===== src/agc_bank_consts.vh =====
`ifndef AGC_BANK_CONSTS_VH
`define AGC_BANK_CONSTS_VH
// ----------------------------------------
// Register offsets
// ----------------------------------------
`define OFS_BIAS_DMIC 8'h19
`define OFS_AGC_A 8'h1A
`define OFS_AGC_B 8'h1B
// ----------------------------------------
// Reset values
// ----------------------------------------
`define RST_BIAS_DMIC 8'h00
`define RST_AGC_A 8'h00
`define RST_AGC_B 8'hFE
// ----------------------------------------
// Field positions
// ----------------------------------------
`define BIAS_HI 7
`define BIAS_LO 6
`define ROUTE_HI 5
`define ROUTE_LO 4
`define AGC_EN_BIT 7
`define TGT_HI 6
`define TGT_LO 4
`define ATK_HI 3
`define ATK_LO 2
`define DEC_HI 1
`define DEC_LO 0
`define MAXG_HI 7
`define MAXG_LO 1
// ----------------------------------------
// Codes
// ----------------------------------------
`define BIAS_OFF 2'h0
`define BIAS_2V0 2'h1
`define BIAS_2V5 2'h2
`define BIAS_SUPPLY 2'h3
`define ROUTE_BOTH 2'h0
`define ROUTE_LEFT 2'h1
`define ROUTE_RIGHT 2'h2
`define MAXG_CLAMP 7'h76
`endif


===== src/reg_cell.v =====
`timescale 1ns/1ps
`default_nettype none
module reg_cell #(
  parameter [7:0] RESET_VAL = 8'h00,
  parameter [7:0] WMASK = 8'hFF
) (
  input wire clk_sys_in,
  input wire rst_in,
  input wire wr_in,
  input wire [7:0] wdata_in,
  output reg [7:0] q_out
);
  // Only writable bits take new data; the rest hold
  always @(posedge clk_sys_in or posedge rst_in) begin
    if (rst_in) begin
      q_out <= RESET_VAL;
    end else if (wr_in) begin
      q_out <= (wdata_in & WMASK) | (q_out & ~WMASK);
    end
  end
endmodule
`default_nettype wire


===== src/left_agc_mic_bias_output_config.v =====
// How it works
// - Bias field picks off, 2.0V, 2.5V or supply; resets to off.
// - Digital mics on with route 00: both channels from digital mics.
// - Route 01: left from digital mic, right from its converter.
// - Route 10: left from its converter, right from digital mic.
// - Bias bits 3..0 take zeros only; reset value undefined, held zero here.
// - Left gain control enable bit, resets off.
// - Three-bit target level, codes 0..6 to -5.5..-24 dB, resets 000.
// - Attack code picks 8, 11, 16 or 20 ms, resets 00.
// - Decay code picks 100, 200, 400 or 500 ms, resets 00.
// - Listed times hold only without double rate audio.
// - Seven-bit max gain, 0.5 dB steps, resets all ones.
// - Codes above 59 dB clamp to 59.5 dB.
`timescale 1ns/1ps
`default_nettype none
`include "agc_bank_consts.vh"
module left_agc_mic_bias_output_config (
  input wire clk_sys_in,
  input wire rst_in,
  input wire wr_en_in,
  input wire [7:0] addr_in,
  input wire [7:0] wdata_in,
  output reg [7:0] rdata_out,
  input wire dmic_enable_in,
  input wire double_rate_audio_in,
  output reg [1:0] mic_bias_output_out,
  output reg left_from_dmic_out,
  output reg right_from_dmic_out,
  output reg agc_enable_out,
  output reg [2:0] target_code_out,
  output reg [1:0] attack_code_out,
  output reg [1:0] decay_code_out,
  output reg times_exact_out,
  output reg [6:0] max_gain_code_out
);
  // ----------------------------------------
  // Register cells
  // ----------------------------------------
  wire [7:0] bias_q;
  wire [7:0] agc_a_q;
  wire [7:0] agc_b_q;
  wire wr_bias;
  wire wr_agc_a;
  wire wr_agc_b;
  reg dmic_meta_q;
  reg dmic_sync_q;
  reg dra_meta_q;
  reg dra_sync_q;
  wire [1:0] bias_field;
  wire [1:0] route_field;
  wire agc_en_field;
  wire [2:0] target_field;
  wire [1:0] attack_field;
  wire [1:0] decay_field;
  wire [6:0] max_gain_field;
  reg left_dmic_d;
  reg right_dmic_d;
  reg [6:0] max_gain_d;
  reg [7:0] rdata_d;

  // Unmapped writes match no strobe and are lost
  assign wr_bias = wr_en_in && (addr_in == `OFS_BIAS_DMIC);
  assign wr_agc_a = wr_en_in && (addr_in == `OFS_AGC_A);
  assign wr_agc_b = wr_en_in && (addr_in == `OFS_AGC_B);

  // Low four bits fixed at zero; writes there are dropped
  reg_cell #(.RESET_VAL(`RST_BIAS_DMIC), .WMASK(8'hF0)) u_bias (
    .clk_sys_in(clk_sys_in),
    .rst_in(rst_in),
    .wr_in(wr_bias),
    .wdata_in(wdata_in),
    .q_out(bias_q)
  );
  reg_cell #(.RESET_VAL(`RST_AGC_A), .WMASK(8'hFF)) u_agc_a (
    .clk_sys_in(clk_sys_in),
    .rst_in(rst_in),
    .wr_in(wr_agc_a),
    .wdata_in(wdata_in),
    .q_out(agc_a_q)
  );
  reg_cell #(.RESET_VAL(`RST_AGC_B), .WMASK(8'hFF)) u_agc_b (
    .clk_sys_in(clk_sys_in),
    .rst_in(rst_in),
    .wr_in(wr_agc_b),
    .wdata_in(wdata_in),
    .q_out(agc_b_q)
  );

  // ----------------------------------------
  // Field views
  // ----------------------------------------
  assign bias_field = bias_q[`BIAS_HI:`BIAS_LO];
  assign route_field = bias_q[`ROUTE_HI:`ROUTE_LO];
  assign agc_en_field = agc_a_q[`AGC_EN_BIT];
  assign target_field = agc_a_q[`TGT_HI:`TGT_LO];
  assign attack_field = agc_a_q[`ATK_HI:`ATK_LO];
  assign decay_field = agc_a_q[`DEC_HI:`DEC_LO];
  assign max_gain_field = agc_b_q[`MAXG_HI:`MAXG_LO];

  // ----------------------------------------
  // Pin synchronisers
  // ----------------------------------------
  // Only the second stage feeds logic; the first may be metastable
  always @(posedge clk_sys_in or posedge rst_in) begin
    if (rst_in) begin
      dmic_meta_q <= 1'b0;
      dmic_sync_q <= 1'b0;
    end else begin
      dmic_meta_q <= dmic_enable_in;
      dmic_sync_q <= dmic_meta_q;
    end
  end

  always @(posedge clk_sys_in or posedge rst_in) begin
    if (rst_in) begin
      dra_meta_q <= 1'b0;
      dra_sync_q <= 1'b0;
    end else begin
      dra_meta_q <= double_rate_audio_in;
      dra_sync_q <= dra_meta_q;
    end
  end

  // ----------------------------------------
  // Next-value logic
  // ----------------------------------------
  // Reserved code 11 gives neither channel a digital mic
  always @* begin
    left_dmic_d = 1'b0;
    right_dmic_d = 1'b0;
    case (route_field)
      `ROUTE_BOTH: begin
        left_dmic_d = dmic_sync_q;
        right_dmic_d = dmic_sync_q;
      end
      `ROUTE_LEFT: begin
        left_dmic_d = dmic_sync_q;
      end
      `ROUTE_RIGHT: begin
        right_dmic_d = dmic_sync_q;
      end
      default: begin
        left_dmic_d = 1'b0;
        right_dmic_d = 1'b0;
      end
    endcase
  end

  // Clamp on the output only; readback keeps the raw code
  always @* begin
    if (max_gain_field > `MAXG_CLAMP) begin
      max_gain_d = `MAXG_CLAMP + 7'h01;
    end else begin
      max_gain_d = max_gain_field;
    end
  end

  always @* begin
    if (addr_in == `OFS_BIAS_DMIC) begin
      rdata_d = bias_q;
    end else if (addr_in == `OFS_AGC_A) begin
      rdata_d = agc_a_q;
    end else if (addr_in == `OFS_AGC_B) begin
      rdata_d = agc_b_q;
    end else begin
      rdata_d = 8'h00;
    end
  end

  // ----------------------------------------
  // Output registers
  // ----------------------------------------
  always @(posedge clk_sys_in or posedge rst_in) begin
    if (rst_in) begin
      mic_bias_output_out <= `BIAS_OFF;
    end else begin
      mic_bias_output_out <= bias_field;
    end
  end

  always @(posedge clk_sys_in or posedge rst_in) begin
    if (rst_in) begin
      left_from_dmic_out <= 1'b0;
      right_from_dmic_out <= 1'b0;
    end else begin
      left_from_dmic_out <= left_dmic_d;
      right_from_dmic_out <= right_dmic_d;
    end
  end

  always @(posedge clk_sys_in or posedge rst_in) begin
    if (rst_in) begin
      agc_enable_out <= 1'b0;
      target_code_out <= 3'h0;
      attack_code_out <= 2'h0;
      decay_code_out <= 2'h0;
    end else begin
      agc_enable_out <= agc_en_field;
      target_code_out <= target_field;
      attack_code_out <= attack_field;
      decay_code_out <= decay_field;
    end
  end

  // A flag only; scaling the times is left to the gain loop
  always @(posedge clk_sys_in or posedge rst_in) begin
    if (rst_in) begin
      times_exact_out <= 1'b1;
    end else begin
      times_exact_out <= ~dra_sync_q;
    end
  end

  always @(posedge clk_sys_in or posedge rst_in) begin
    if (rst_in) begin
      max_gain_code_out <= `MAXG_CLAMP + 7'h01;
    end else begin
      max_gain_code_out <= max_gain_d;
    end
  end

  // Registered read: data follows the address by one edge
  always @(posedge clk_sys_in or posedge rst_in) begin
    if (rst_in) begin
      rdata_out <= 8'h00;
    end else begin
      rdata_out <= rdata_d;
    end
  end
endmodule
`default_nettype wire


===== config.mk =====
export PLATFORM = sky130hd
export DESIGN_NAME = left_agc_mic_bias_output_config
export DESIGN_NICKNAME = d
export VERILOG_FILES = /design/src/reg_cell.v /design/src/left_agc_mic_bias_output_config.v
export VERILOG_INCLUDE_DIRS = /design/src
export SDC_FILE = /design/constraint.sdc
export NUM_CORES = 1
export LEC_CHECK = 0
export BUFFER_PORTS_ARGS = -buffer_cell sky130_fd_sc_hd__buf_2
export CAP_MARGIN = 10
export CORE_ASPECT_RATIO = 2
export CORE_MARGIN = 5
export CORE_UTILIZATION = 35
export DETAILED_ROUTE_END_ITERATION = 16
export SLEW_MARGIN = 20
export SYNTH_ARGS = -nofsm -noshare
export SYNTH_HDL_FRONTEND = slang
export SYNTH_SLANG_ARGS = --single-unit

===== constraint.sdc =====
create_clock -name clk_sys_in -period 2.4 [get_ports clk_sys_in]
set_clock_uncertainty 0.2 [all_clocks]
set_input_delay 0 -clock clk_sys_in [delete_from_list [all_inputs] [get_ports clk_sys_in]]
set_output_delay 0 -clock clk_sys_in [all_outputs]
set_load 0.02 [all_outputs]

==> tab_implementation.tex <==
\begin{tabular}{lr}
\hline
Metric & Value \\
\hline
\multicolumn{2}{l}{\textbf{Critical path}} \\
\quad Arrival time of the worst setup path & 2240 ps \\
\quad Setup slack, reg-to-reg & $\sim$1100 ps \\
\quad Startpoint Class & primary input \\
\quad Maximum fanout encountered on the critical timing path & 8 \\
\quad Beginning of the critical path & addr\_in[5] \\
\quad Critical Path Sink Type & register \\
\quad Type of the worst setup path & primary input to register \\
\quad FF-to-FF Start & u\_agc\_b.q\_out[4]\$\_DFFE\_PP1P\_ \\
\quad Required time of the critical path & $\sim$2400 ps \\
\multicolumn{2}{l}{\textbf{CTS}} \\
\quad Number of buffers added by the clock tree synthesis step & 5 \\
\quad TritonCTS clock tree & done \\
\quad Clk root buf & clkbuf\_8 \\
\quad H-tree depth & 2 \\
\quad Clock network latency to the later pin of the worst-skew pair & approximately 290 ps \\
\quad Buffers from clock root to sink, at most & 2 \\
\quad \# resized after CTS & 0 \\
\quad TritonCTS Sinks & 52 \\
\quad Clk pin slew, worst setup/hold paths & about 80 ps \\
\multicolumn{2}{l}{\textbf{GRT}} \\
\quad Pin count of the biggest net entering global routing & 24 \\
\quad Antenna violations before repair & 0 \\
\quad Via count of the first global-routing pass & around 1.3k \\
\quad Total track usage & 0.127 \\
\quad Global-route wire length before repair & 6520 um \\
\quad Remaining Overflow, GRT & 0 \\
\multicolumn{2}{l}{\textbf{Hold path}} \\
\quad Critical hold path startpoint & addr\_in[7] \\
\quad Worst min-delay path class & primary input to register \\
\multicolumn{2}{l}{\textbf{Cells and area}} \\
\quad Most frequent cells in the layout & 48 x buf\_2, 38 x dfrtp\_1, 20 x mux2\_2 \\
\quad Most common library cell in the layout ignoring fill and taps & buf\_2 \\
\quad Fillers & approximately 490 \\
\quad Final nets & between 200 and 250 \\
\quad Diodes inserted & 0 \\
\quad Fraction of layout cells with a size suffix above 1 & 0.505 \\
\quad Layout area overhead & 29.2\% \\
\multicolumn{2}{l}{\textbf{Placement}} \\
\quad Minimum setup slack after placement & 501 ps \\
\quad HPWL after DPL & $\sim$2900 um \\
\quad Number of port buffers & 48 \\
\quad Gp weighted congestion & between 0.7 and 0.8 \\
\multicolumn{2}{l}{\textbf{Yosys}} \\
\quad Synth Net Count & roughly 140 \\
\quad Average instance area after synthesis & between 15 and 20 um\^{}2 \\
\quad Unique cell type count in the Yosys netlist & 25 \\
\quad Total number of yosys warnings & 0 \\
\quad Post-Syn Instances & between 100 and 150 \\
\quad Proportion of synthesized chip area in sequential cells & 0.704 \\
\quad Synthesized cell area & between 1500 and 2000 um\^{}2 \\
\quad Number of flip-flops and latches in the synthesized netlist & 52 \\
\multicolumn{2}{l}{\textbf{Die}} \\
\quad CORE AREA & roughly 5200 um\^{}2 \\
\quad Die Wd & 61.7 um \\
\quad Starting utilization of the core area & 0.361 \\
\quad Die height & $\sim$110 um \\
\quad Floorplan die area & $\sim$7000 um\^{}2 \\
\quad Core Rows & 37 \\
\quad Number of ports placed on the die boundary & 49 \\
\multicolumn{2}{l}{\textbf{Timing}} \\
\quad Fin Hold WS & -6.46 ps \\
\quad Setup ws final & 157 ps \\
\quad Pin slew with the least headroom to its limit & around 500 ps \\
\quad Final period util & 0.935 \\
\quad Setup\_tns & 0 ps \\
\quad Max-Slew Margin vs Limit & 0.672 \\
\quad Final setup vio count & 0 \\
\quad F\_max & roughly 450 MHz \\
\quad Total count of hold-check failures in the final report & 1 \\
\quad Setup repair after global routing missed its margin & no \\
\quad Time the worst path needs with I/O delays and setup & 2240 ps \\
\quad Final Max Tran Viols & 0 \\
\multicolumn{2}{l}{\textbf{Drt}} \\
\quad Total routed wirelength & just under 4000 um \\
\quad Via count normalized by instance count & 4.90 \\
\quad Routed length per placed instance & approximately 16 um \\
\quad Remaining DRCs & 0 \\
\quad Length of the first detailed-routing pass in iterations & 4 \\
\quad Number of nets still failing antenna checks after routing & 0 \\
\quad Count of routing violations after the opening detailed-route iteration & 31 \\
\quad Detailed-route via count & about 1.2k \\
\multicolumn{2}{l}{\textbf{Pwr}} \\
\quad Power density cells & approximately 640 nW/um\^{}2 \\
\quad Static leakage power & about 1.2 nW \\
\quad Worst vdd rail ir drop & a little under 0.6 mV \\
\multicolumn{2}{l}{\textbf{Status}} \\
\quad Violated checks & hold timing \\
\quad Run status & finished with violations \\
\multicolumn{2}{l}{\textbf{Flow run}} \\
\quad Max cap viols & 0 \\
\hline
\end{tabular}
-- cell usage after synthesis (all sizes together) --
library cell	count	area, um^2
a22o	1	8.76
a32oi	1	8.76
a2bb2oi	3	26.3
nand4b	1	8.76
nand3b	2	15.0
a22oi	3	22.5
dfrtp	38	951
nor4b	1	23.8
and3b	1	8.76
nor2b	3	18.8
nand4	2	18.8
mux2	20	225
o21ai	1	5.00
buf	3	15.0
inv	3	11.3
nand2b	7	43.8
dfstp	14	368
a31oi	1	6.26
and4bb	1	12.5
nand3	7	40.0
o311a	1	10.0
nor2	3	11.3
clkbuf	4	15.0
-- worst paths after layout --
check | cells past startpoint | endpoint
worst max register to register | 3 | rdata_out[4]$_DFF_PP0_
worst min register to register | 0 | dmic_sync_q$_DFF_PP0_
min in group asynchronous | 3 | dra_sync_q$_DFF_PP0_
worst max-delay path | 6 | rdata_out[4]$_DFF_PP0_
max in group asynchronous | 4 | max_gain_code_out[4]$_DFF_PP1_
worst min-delay path | 4 | rdata_out[1]$_DFF_PP0_
-- metal layers --
| metal | GRT usage | vias to the layer above | wire length, um |
|---|---|---|---|
| met4 | 0.0510 | 0 | 76 |
| met3 | 0.0260 | 6 | 200 |
| met1 | 0.131 | 618 | 1250 |
| met5 | 0 | - | 0 |
| met2 | 0.233 | 29 | 2360 |
| li1 | - | 553 | - |
-- state kept, by name, summed over array words and instances (netlist names) --
| register | count |
|---|---|
| rdata_out | 8 |
| u_agc_a.q_out | 8 |
| u_agc_b.q_out | 8 |
| max_gain_code_out | 7 |
| u_bias.q_out | 4 |
| target_code_out | 3 |
| attack_code_out | 2 |
| decay_code_out | 2 |
| mic_bias_output_out | 2 |
| agc_enable_out | 1 |
| dmic_meta_q | 1 |
| dmic_sync_q | 1 |
| dra_meta_q | 1 |
| dra_sync_q | 1 |
| left_from_dmic_out | 1 |
| right_from_dmic_out | 1 |
| times_exact_out | 1 |
-- cells by family after synthesis --
logic type	share of synthesized area
AO/OA/AOI/OAI	0.0467
buffers and inverters	0.0220
flip-flops	0.704
multiplexers	0.120
AND/OR/NAND/NOR	0.107
-- layout make-up --
type / count / area (um^2) / share of cell area
well taps: 58 / 72.6 / 0.0300
inverters: 3 / 11.3 / 0.00465
multi-input cells: 59 / 514 / 0.212
clock buffers: 8 / 90.1 / 0.0372
repair buffers: 66 / 415 / 0.171
flip-flops and latches: 52 / 1320 / 0.544
-- stage by stage --
stage                      util  cell area, um^2  cells  hold WS (ps)  total power [mW]
after floorplan               -             1870    121          -169              1.02
after CTS                 0.467             2420    246          2.99              1.58
after global routing      0.467             2420    246          8.35              1.64
after detailed placement  0.419             2170    222          -157              1.08
final                     0.467             2420    246         -6.46              1.56
after global placement    0.419             2170    222          -170              1.07
-- where the power goes --
group,internal [mW],leakage [nW],switching (mW)
Clock,0.235,0.0455,0.246
Combinational,0.0636,0.540,0.0734
Sequential,0.920,0.658,0.0187
Total,1.22,1.24,0.339
-- what timing repair did --
item,CTS,global route
hold endpoints to repair,74,0
setup buffers,0,0
hold buffers,16,0
-- worst max-delay path, stage by stage --
cell           delay (ps)
dlygate4sd3_1         530
buf_2                 130
nor4b_4               410
dlygate4sd3_1         800
nand3_1               110
a2bb2oi_1             240
Note: power is estimated with default switching activity, not from simulation.
